[src/rtl/foem_defines.vh]
// Register offsets, field positions, reset values and timing counts
`ifndef FOEM_DEFINES_VH
`define FOEM_DEFINES_VH
`define FOEM_ADDR_CTRL 12'h000
`define FOEM_ADDR_EXPO 12'h004
`define FOEM_ADDR_RDOUT 12'h008
`define FOEM_ADDR_STATUS 12'h00c
`define FOEM_ADDR_EVENT 12'h010
`define FOEM_ADDR_LINESEL 12'h014
`define FOEM_ADDR_LINESRC 12'h018
`define FOEM_ADDR_PERIOD 12'h01c
`define FOEM_CTRL_ACQ_TRIG 0
`define FOEM_CTRL_FRM_TRIG 1
`define FOEM_CTRL_CONT 2
`define FOEM_CTRL_SEQ_EN 3
`define FOEM_CTRL_STAGGER 4
`define FOEM_CTRL_GLOBAL 5
`define FOEM_CTRL_SEQ_ALT 6
`define FOEM_CTRL_ACQ_EN 7
`define FOEM_CTRL_RESET 8'h94
`define FOEM_EXPO_RESET 20'h00064
`define FOEM_RDOUT_RESET 20'h000c8
`define FOEM_PERIOD_RESET 20'h00190
`define FOEM_SRC_LOW 2'h0
`define FOEM_SRC_EXPO 2'h1
`define FOEM_SRC_ARM 2'h2
`define FOEM_SRC_HIGH 2'h3
`define FOEM_CLK_MHZ 25
`define FOEM_GAP_US 400
`define FOEM_US_CYCLES `FOEM_CLK_MHZ
`define FOEM_IND_LAG 3
`endif

[src/rtl/foem_top.v]
// Frame overlap and exposure monitor with APB registers
// Notes on behaviour
// - Overlap only when both triggers off and acquisition is continuous.
// - Enabling the sequence feature turns overlap off.
// - Without overlap, a frame's exposure and readout finish before the next.
// - With overlap, the next exposure starts while readout still runs.
// - Frames overlap when period is less than exposure plus readout and readout exceeds the 400 us spacing.
// - Overlap only in line-staggered mode, never simultaneous reset.
// - Alternating sequence sets force non-overlapped operation.
// - Readout time is reported in microseconds.
// - An early frame trigger is discarded and raises an event.
// - Global shutter: indicator spans the frame's exposure time.
// - Line-staggered: indicator spans the first line's exposure.
// - Indicator edges lag actual exposure edges by a fixed delay.
// - Exposure indicator can drive output line 1.
// - Frame-arm indicator shows waiting for a frame trigger.
`include "foem_defines.vh"
module foem_top #(
    parameter TW = 20,
    parameter LAG = `FOEM_IND_LAG
) (
    input wire i_clk,
    input wire i_reset,
    input wire [11:0] i_paddr,
    input wire i_psel,
    input wire i_penable,
    input wire i_pwrite,
    input wire [31:0] i_pwdata,
    input wire [3:0] i_pstrb,
    output reg [31:0] o_prdata,
    output wire o_pready,
    output wire o_pslverr,
    input wire i_frame_trigger,
    output wire o_exposure_indicator,
    output wire o_frame_arm,
    output wire o_line1,
    output wire o_overlap_active,
    output wire o_readout_active
);
    localparam ST_IDLE = 2'd0;
    localparam ST_EXPO = 2'd1;
    localparam ST_READ = 2'd2;

    reg [7:0] ctrl_r;
    reg [TW-1:0] expo_r;
    reg [TW-1:0] rdout_r;
    reg [TW-1:0] period_r;
    reg line_sel_r;
    reg [1:0] line_src_r;
    reg early_r;
    reg [1:0] st_r;
    reg [1:0] st_nxt;
    reg [TW-1:0] ecnt_r;
    reg [TW-1:0] rcnt_r;
    reg rd_busy_r;
    reg [TW-1:0] fcnt_r;
    reg [TW-1:0] gap_r;
    reg gap_ok_r;
    reg trg_m_r;
    reg trg_s_r;
    reg trg_d_r;
    wire tick;
    wire trg_edge;
    wire free_run;
    wire overlap_en;
    wire arm;
    wire expo_done;
    wire read_done;
    wire exp_raw;
    wire exp_lag;
    wire wr;
    wire rd;
    wire start;

    foem_us_tick #(
        .DIV(`FOEM_US_CYCLES)
    ) u_tick (
        .i_clk(i_clk),
        .i_reset(i_reset),
        .o_tick(tick)
    );

    // Trigger pin enters through two flops before the edge detector
    always @(posedge i_clk)
    begin
        if (i_reset)
        begin
            trg_m_r <= 1'b0;
            trg_s_r <= 1'b0;
            trg_d_r <= 1'b0;
        end
        else
        begin
            trg_m_r <= i_frame_trigger;
            trg_s_r <= trg_m_r;
            trg_d_r <= trg_s_r;
        end
    end
    assign trg_edge = trg_s_r & ~trg_d_r;

    // Free run: no triggers, continuous acquisition
    assign free_run = ~ctrl_r[`FOEM_CTRL_ACQ_TRIG]
                    & ~ctrl_r[`FOEM_CTRL_FRM_TRIG]
                    & ctrl_r[`FOEM_CTRL_CONT];
    assign overlap_en = free_run
                      & ~ctrl_r[`FOEM_CTRL_SEQ_EN]
                      & ~ctrl_r[`FOEM_CTRL_SEQ_ALT]
                      & ctrl_r[`FOEM_CTRL_STAGGER];

    assign expo_done = tick && (ecnt_r + 1'b1 >= expo_r);
    assign read_done = tick && (rcnt_r + 1'b1 >= rdout_r);

    // Armed when idle with no readout pending, or when overlap permits it, once the 400 us spacing has passed
    assign arm = ctrl_r[`FOEM_CTRL_ACQ_EN] && st_r != ST_EXPO
               && (overlap_en ? 1'b1 : ~rd_busy_r)
               && gap_ok_r;
    assign start = arm && (ctrl_r[`FOEM_CTRL_FRM_TRIG] ? trg_edge
                   : (fcnt_r + 1'b1 >= period_r && tick));

    // Acquisition sequencer
    always @*
    begin
        st_nxt = st_r;
        case (st_r)
            ST_IDLE:
                if (start)
                    st_nxt = ST_EXPO;
            ST_EXPO:
                if (expo_done)
                    st_nxt = ST_READ;
            ST_READ:
                if (start)
                    st_nxt = ST_EXPO;
                else if (!rd_busy_r)
                    st_nxt = ST_IDLE;
            default:
                st_nxt = ST_IDLE;
        endcase
    end

    always @(posedge i_clk)
    begin
        if (i_reset)
            st_r <= ST_IDLE;
        else
            st_r <= st_nxt;
    end

    // Exposure, frame-period and 400 us spacing counters in microseconds
    always @(posedge i_clk)
    begin
        if (i_reset)
        begin
            ecnt_r <= {TW{1'b0}};
            fcnt_r <= {TW{1'b0}};
            gap_r <= {TW{1'b0}};
            gap_ok_r <= 1'b1;
        end
        else
        begin
            if (start)
                ecnt_r <= {TW{1'b0}};
            else if (st_r == ST_EXPO && tick)
                ecnt_r <= ecnt_r + 1'b1;
            // Frame period runs from one line-one start to the next
            if (start)
                fcnt_r <= {TW{1'b0}};
            else if (tick && fcnt_r != {TW{1'b1}})
                fcnt_r <= fcnt_r + 1'b1;
            // Spacing window opens at end of line-one exposure
            if (st_r == ST_EXPO && expo_done)
            begin
                gap_r <= {TW{1'b0}};
                gap_ok_r <= 1'b0;
            end
            else if (!gap_ok_r && tick)
            begin
                gap_r <= gap_r + 1'b1;
                if (gap_r + 1'b1 >= `FOEM_GAP_US)
                    gap_ok_r <= 1'b1;
            end
        end
    end

    // Readout runs for the programmed time after exposure ends
    always @(posedge i_clk)
    begin
        if (i_reset)
        begin
            rcnt_r <= {TW{1'b0}};
            rd_busy_r <= 1'b0;
        end
        else if (st_r == ST_EXPO && expo_done)
        begin
            rcnt_r <= {TW{1'b0}};
            rd_busy_r <= 1'b1;
        end
        else if (rd_busy_r && read_done)
            rd_busy_r <= 1'b0;
        else if (rd_busy_r && tick)
            rcnt_r <= rcnt_r + 1'b1;
    end

    // Global and line-staggered both span the current exposure window
    assign exp_raw = (st_r == ST_EXPO);
    foem_lag #(
        .DEPTH(LAG)
    ) u_lag (
        .i_clk(i_clk),
        .i_reset(i_reset),
        .i_d(exp_raw),
        .o_q(exp_lag)
    );
    assign o_exposure_indicator = exp_lag;
    assign o_frame_arm = arm;
    assign o_readout_active = rd_busy_r;
    // Overlap flagged while a new exposure runs during the previous readout
    assign o_overlap_active = overlap_en && rd_busy_r
                            && st_r == ST_EXPO;

    // Output line 1 driven only when the selector names it
    assign o_line1 = ~line_sel_r ? 1'b0 :
        (line_src_r == `FOEM_SRC_EXPO) ? exp_lag :
        (line_src_r == `FOEM_SRC_ARM) ? arm :
        (line_src_r == `FOEM_SRC_HIGH);

    // APB: zero wait states, unmapped reads return zero
    assign o_pready = 1'b1;
    assign o_pslverr = 1'b0;
    assign wr = i_psel & i_penable & i_pwrite;
    assign rd = i_psel & ~i_pwrite;

    always @(posedge i_clk)
    begin
        if (i_reset)
        begin
            ctrl_r <= `FOEM_CTRL_RESET;
            expo_r <= `FOEM_EXPO_RESET;
            rdout_r <= `FOEM_RDOUT_RESET;
            period_r <= `FOEM_PERIOD_RESET;
            line_sel_r <= 1'b0;
            line_src_r <= `FOEM_SRC_LOW;
            early_r <= 1'b0;
        end
        else
        begin
            if (wr && i_pstrb[0])
            begin
                case (i_paddr)
                    `FOEM_ADDR_CTRL:
                        ctrl_r <= i_pwdata[7:0];
                    `FOEM_ADDR_LINESEL:
                        line_sel_r <= i_pwdata[0];
                    `FOEM_ADDR_LINESRC:
                        line_src_r <= i_pwdata[1:0];
                    default:
                        ;
                endcase
            end
            if (wr && i_pstrb == 4'hf)
            begin
                case (i_paddr)
                    `FOEM_ADDR_EXPO:
                        expo_r <= i_pwdata[TW-1:0];
                    `FOEM_ADDR_RDOUT:
                        rdout_r <= i_pwdata[TW-1:0];
                    `FOEM_ADDR_PERIOD:
                        period_r <= i_pwdata[TW-1:0];
                    default:
                        ;
                endcase
            end
            // Set wins over a write-one-to-clear in the same cycle
            if (ctrl_r[`FOEM_CTRL_FRM_TRIG] && trg_edge && !arm)
                early_r <= 1'b1;
            else if (wr && i_paddr == `FOEM_ADDR_EVENT && i_pwdata[0])
                early_r <= 1'b0;
        end
    end

    // Read mux, registered during setup so data is stable in access
    always @(posedge i_clk)
    begin
        if (i_reset)
            o_prdata <= 32'h00000000;
        else if (rd && !i_penable)
        begin
            case (i_paddr)
                `FOEM_ADDR_CTRL:
                    o_prdata <= {24'h000000, ctrl_r};
                `FOEM_ADDR_EXPO:
                    o_prdata <= {{(32-TW){1'b0}}, expo_r};
                `FOEM_ADDR_RDOUT:
                    o_prdata <= {{(32-TW){1'b0}}, rdout_r};
                `FOEM_ADDR_STATUS:
                    o_prdata <= {26'h0000000, overlap_en, rd_busy_r,
                                 exp_lag, arm, st_r};
                `FOEM_ADDR_EVENT:
                    o_prdata <= {31'h00000000, early_r};
                `FOEM_ADDR_LINESEL:
                    o_prdata <= {31'h00000000, line_sel_r};
                `FOEM_ADDR_LINESRC:
                    o_prdata <= {30'h00000000, line_src_r};
                `FOEM_ADDR_PERIOD:
                    o_prdata <= {{(32-TW){1'b0}}, period_r};
                default:
                    o_prdata <= 32'h00000000;
            endcase
        end
    end
endmodule

[src/rtl/foem_us_tick.v]
// Microsecond enable pulse divider
`include "foem_defines.vh"
module foem_us_tick #(
    parameter DIV = `FOEM_US_CYCLES
) (
    input wire i_clk,
    input wire i_reset,
    output reg o_tick
);
    reg [7:0] cnt_r;

    // Free-running divider, one-cycle pulse per microsecond
    always @(posedge i_clk)
    begin
        if (i_reset)
        begin
            cnt_r <= 8'h00;
            o_tick <= 1'b0;
        end
        else if (cnt_r == DIV - 1)
        begin
            cnt_r <= 8'h00;
            o_tick <= 1'b1;
        end
        else
        begin
            cnt_r <= cnt_r + 8'h01;
            o_tick <= 1'b0;
        end
    end
endmodule

[src/rtl/foem_lag.v]
// Fixed-length delay line for the exposure indicator
module foem_lag #(
    parameter DEPTH = 3
) (
    input wire i_clk,
    input wire i_reset,
    input wire i_d,
    output wire o_q
);
    reg [DEPTH-1:0] sh_r;

    // Shift register gives the indicator its documented lag
    always @(posedge i_clk)
    begin
        if (i_reset)
            sh_r <= {DEPTH{1'b0}};
        else
            sh_r <= {sh_r[DEPTH-2:0], i_d};
    end
    assign o_q = sh_r[DEPTH-1];
endmodule

[config.mk]
export PLATFORM = sky130hd
export DESIGN_NAME = foem_top
export DESIGN_NICKNAME = d
export VERILOG_FILES = /design/src/rtl/foem_top.v /design/src/rtl/foem_us_tick.v /design/src/rtl/foem_lag.v
export VERILOG_INCLUDE_DIRS = /design/src /design/src/rtl
export SDC_FILE = /design/constraint.sdc
export NUM_CORES = 1
export LEC_CHECK = 0
export ABC_AREA = 0
export BUFFER_PORTS_ARGS = -buffer_cell sky130_fd_sc_hd__buf_2
export CAP_MARGIN = 20
export CORE_ASPECT_RATIO = 1.2
export CORE_MARGIN = 2
export CORE_UTILIZATION = 40
export CTS_BUF_LIST = sky130_fd_sc_hd__clkbuf_8
export CTS_CLUSTER_DIAMETER = 40
export DETAILED_ROUTE_END_ITERATION = 7
export PLACE_DENSITY = 0.64
export SLEW_MARGIN = 10
export SYNTH_ARGS = -nofsm -noshare
export SYNTH_HDL_FRONTEND = slang
export SYNTH_HIERARCHICAL = 1
export SYNTH_SLANG_ARGS = --single-unit
[constraint.sdc]
create_clock -name i_clk -period 10.2 [get_ports i_clk]
set_input_delay 2.04 -clock i_clk [delete_from_list [all_inputs] [get_ports i_clk]]
set_output_delay 2.04 -clock i_clk [all_outputs]
set_load 0.005 [all_outputs]
==> results.md <==
* Crit path arrival time at 5.17 ns
* Hold Path Class: flop to flop
* Routed wire per std cell at 15.7 µm
* First-pass GRT wire length at 44,100 µm
* Sequential-to-total area share from yosys stat at 0.363
* Hold EP: u_lag/sh_r[2]$_SDFF_PP0_
* Syn avg cell area at 7.95 µm²
* Peak fanout along the critical path at 18
* Number of synthesized flops with an enable pin at 0
* Pre-Repair DR Iteration Count at 7
* I/O pins at 93
* Worst setup SP type: flop
* Unrepaired setup endpoints after global routing: no
* Worst hold path depth at 1
* Sw power at 0.000334 W
* Net switching share of the total power at 0.242
* Synthesized flop and latch total at 191
* Largest net degree at the start of global routing at 42
* Reg2reg start: rcnt_r[0]$_SDFFE_PP0P_
* Nets at 1,487
* Row count at 65
* CTS Sinks at 191
* Synth Flop Type: dfxtp_1
* Post-route cell area at 11,600 µm²
* Ys async rst share at 0
* Die W at 152 µm
* Synthesis warning total at 6
* Residual DRC count at 0
* CTS H-tree lvls at 4
* DRT iter0 DRCs at 699
* Initial core utilization at 0.404
* Unique cell type count in the Yosys netlist at 69
* Detailed Route WL at 27,000 µm
* P_int at 0.00104 W
* Clock skew at 0.0211 ns
* TritonCTS buffer count at 17
* Flop2flop setup slack at 5.44 ns
* Max-slew violation count at 0
* Logic gate share of total power at 0.038
* Clock share of power at 0.416
* Root Buffer: clkbuf_8
* Initial antenna violation count at 3
* Setup Viol. Count Final at 0
* Worst-Skew Late Latency at 0.49 ns
* Slew margin rel. at 0.347
* Fillers at 2,600
* R2R cell count at 14
* FF/Latch Area at 3820 µm²
* Gr ovfl total at 0
* Sequential share of power at 0.545
* CTS tree: built
* Max Cap Viol at 0
* DIE HEIGHT at 182 µm
* CP required at 10.61 ns
* Leakage power at 4.34 nW
* Final min period at 4.76 ns
* Post-Syn Area at 10,500 µm²
* Setup crit end kind: flop
* Vias per cell at 5.32
* All-Layer GR Usage at 0.197
* PortBufs at 66
* P&R area growth vs syn at 9.83%
* Hold Fails Final Rpt at 0
* Status: finished clean
* CTS-repair resized insts at 0
* Fin util at 0.444
* Hold_sp: u_lag/sh_r[1]$_SDFF_PP0_
* Final Non-Filler Cells at 1,716
* Core ar. at 26,100 µm²
* R2R Path End: rcnt_r[9]$_SDFFE_PP0P_
* HPWL after detailed placement at 19,900 µm
* Antenna Violating Nets Remaining at 0
* DR vias at 9,132
* Clock Path Buffers at 2
* CTS clk-pin slew, worst paths at 0.10 ns
* Mapped Cells at 1,326
* Final period util at 0.467
* Multi-input gate area at 6190 µm²
* Postcts setup bufs at 0
* Post-DP Area at 11,100 µm²
* Fraction of layout cells with a size suffix above 1 at 0.0950
* Power per cell area at 119 nW/µm²
* RePlAce Congestion at 0.870
* Setup TNS at 0 ns
* Crit path kind: flop to flop
* Dpl cells at 1,681
* Number of global-route vias before repair at 8,656
* Hold Buf Count CTS at 0
* Die area at 27,700 µm²
* Worst-margin pin slew at 0.979 ns
* Peak VDD IR at 0.0671 mV
* Fmax at 210 MHz
## logic make-up (layout without fill, tap and decap cells)
group / count (synthesis) / count (layout) / share of synthesized area
and+or+nand+nor: 551 / 551 / 0.239
DFF: 191 / 191 / 0.363
adders and majority gates: 67 / 67 / 0.0795
AOI/OAI and AO/OA: 228 / 228 / 0.133
xor gates and xnor gates: 122 / 122 / 0.101
muxes: 24 / 24 / 0.0266
other: 2 / 16 / 0.000712
buffers and inverters: 141 / 182 / 0.0568
## power groups by stage
stage	Combinational [W]	Clock, W	Sequential, W
3_5_place_dp	0.0000515	0	0.000768
5_1_grt	0.0000576	0.000613	0.000751
6_report	0.0000525	0.000573	0.000750
4_1_cts	0.0000517	0.000583	0.000750
3_3_place_gp	0.0000513	0	0.000768
2_1_floorplan	0.0000312	0	0.000767
## worst max-delay path, cell delays in order (launching register included)
cell,delay (ns)
dfxtp_1,0.43
ha_1,0.23
nand3_1,0.20
nor3_1,0.55
nand3_1,0.28
nor2_1,0.18
xor2_1,0.20
ha_1,0.27
a21oi_1,0.15
o221ai_1,0.18
a2111oi_2,0.63
o211ai_1,0.50
buf_4,0.34
or4_1,0.40
a21oi_1,0.14
## layout make-up
| class | instances | share of cell area |
|---|---|---|
| Clock inverter | 14 | 0.0176 |
| Inverter | 74 | 0.0240 |
| Timing Repair Buffer | 76 | 0.0353 |
| Tap cell | 335 | 0.0362 |
| Antenna cell | 2 | 0.000432 |
| Clock buffer | 18 | 0.0214 |
| Sequential cell | 191 | 0.330 |
| Multi-Input combinational cell | 1006 | 0.535 |
## Yosys cell counts (3+ instances only)
library cell / count / area [µm²]
a211oi_1: 3 / 22.5
a21oi_1: 100 / 500
a221oi_1: 4 / 35.0
a222oi_1: 11 / 110
a22o_1: 3 / 26.3
a22oi_1: 3 / 22.5
a31oi_1: 4 / 25.0
and2_1: 7 / 43.8
and3_1: 14 / 87.6
and4_1: 8 / 70.1
buf_4: 16 / 120
clkbuf_1: 47 / 176
dfxtp_1: 191 / 3820
ha_1: 67 / 838
inv_1: 74 / 278
mux2i_1: 19 / 190
mux4_2: 3 / 67.6
nand2_1: 214 / 803
nand2b_1: 3 / 18.8
nand3_1: 43 / 215
nand4_1: 27 / 169
nor2_1: 151 / 567
nor2b_1: 12 / 75.1
nor3_1: 24 / 120
nor4_1: 4 / 25.0
o2111ai_1: 4 / 35.0
o211ai_1: 11 / 82.6
o21a_1: 6 / 45.0
o21ai_0: 35 / 175
o21ai_1: 20 / 100
o31ai_1: 5 / 37.5
or3_1: 22 / 138
or4_1: 5 / 37.5
xnor2_1: 75 / 657
xor2_1: 47 / 412
## cells in the final DEF, fill, tap and decap left out, drive strengths merged, types with 12 or more instances in the layout
cell | synthesis | routed
conb | 2 | 14
a21oi | 100 | 100
nor2 | 152 | 152
nor2b | 12 | 12
and3 | 14 | 14
buf | 20 | 76
xor2 | 47 | 47
ha | 67 | 67
mux2i | 19 | 19
clkbuf | 47 | 18
inv | 74 | 79
dfxtp | 191 | 191
o21ai | 55 | 55
nand2 | 214 | 214
nor3 | 25 | 25
or3 | 22 | 22
nand4 | 28 | 28
nand3 | 44 | 44
xnor2 | 75 | 75
## metal layers
| layer | wire [µm] | vias to the layer above | GRT usage |
|---|---|---|---|
| met2 | 12700 | 243 | 0.332 |
| met3 | 1510 | 48 | 0.0379 |
| met1 | 12000 | 4251 | 0.248 |
| met4 | 784 | 2 | 0.0748 |
| met5 | 13 | - | 0 |
| li1 | - | 4588 | - |
## state kept, by name, summed over array words and instances (netlist names), 20 cells and up
name,flops
gap_r,20
fcnt_r,20
expo_r,20
ecnt_r,20
o_prdata,20
rcnt_r,20
rdout_r,20
period_r,20
## through the flow
stage | worst slack (ns) | power, W | hold WS [ns]
after floorplan | 6.49 | 0.000798 | 0.414
after global placement | 5.54 | 0.000819 | 0.420
after detailed placement | 5.45 | 0.000819 | 0.421
after CTS | 5.42 | 0.00139 | 0.444
after global routing | 5.04 | 0.00142 | 0.470
final | 5.44 | 0.00138 | 0.442
## worst max path at each step
stage                           startpoint                        to  slack [ns]  cells after the start
floorplan                       i_paddr[9]  rdout_r[18]$_SDFFE_PP0P_        6.49                      8
global placement    rcnt_r[0]$_SDFFE_PP0P_    rcnt_r[9]$_SDFFE_PP0P_        5.54                     14
detailed placement  rcnt_r[0]$_SDFFE_PP0P_    rcnt_r[9]$_SDFFE_PP0P_        5.45                     14
CTS                 rcnt_r[0]$_SDFFE_PP0P_    rcnt_r[9]$_SDFFE_PP0P_        5.42                     14
global route        rcnt_r[0]$_SDFFE_PP0P_    rcnt_r[9]$_SDFFE_PP0P_        5.04                     14
finish              rcnt_r[0]$_SDFFE_PP0P_    rcnt_r[9]$_SDFFE_PP0P_        5.44                     14
Power figures use the tool's default switching activity.
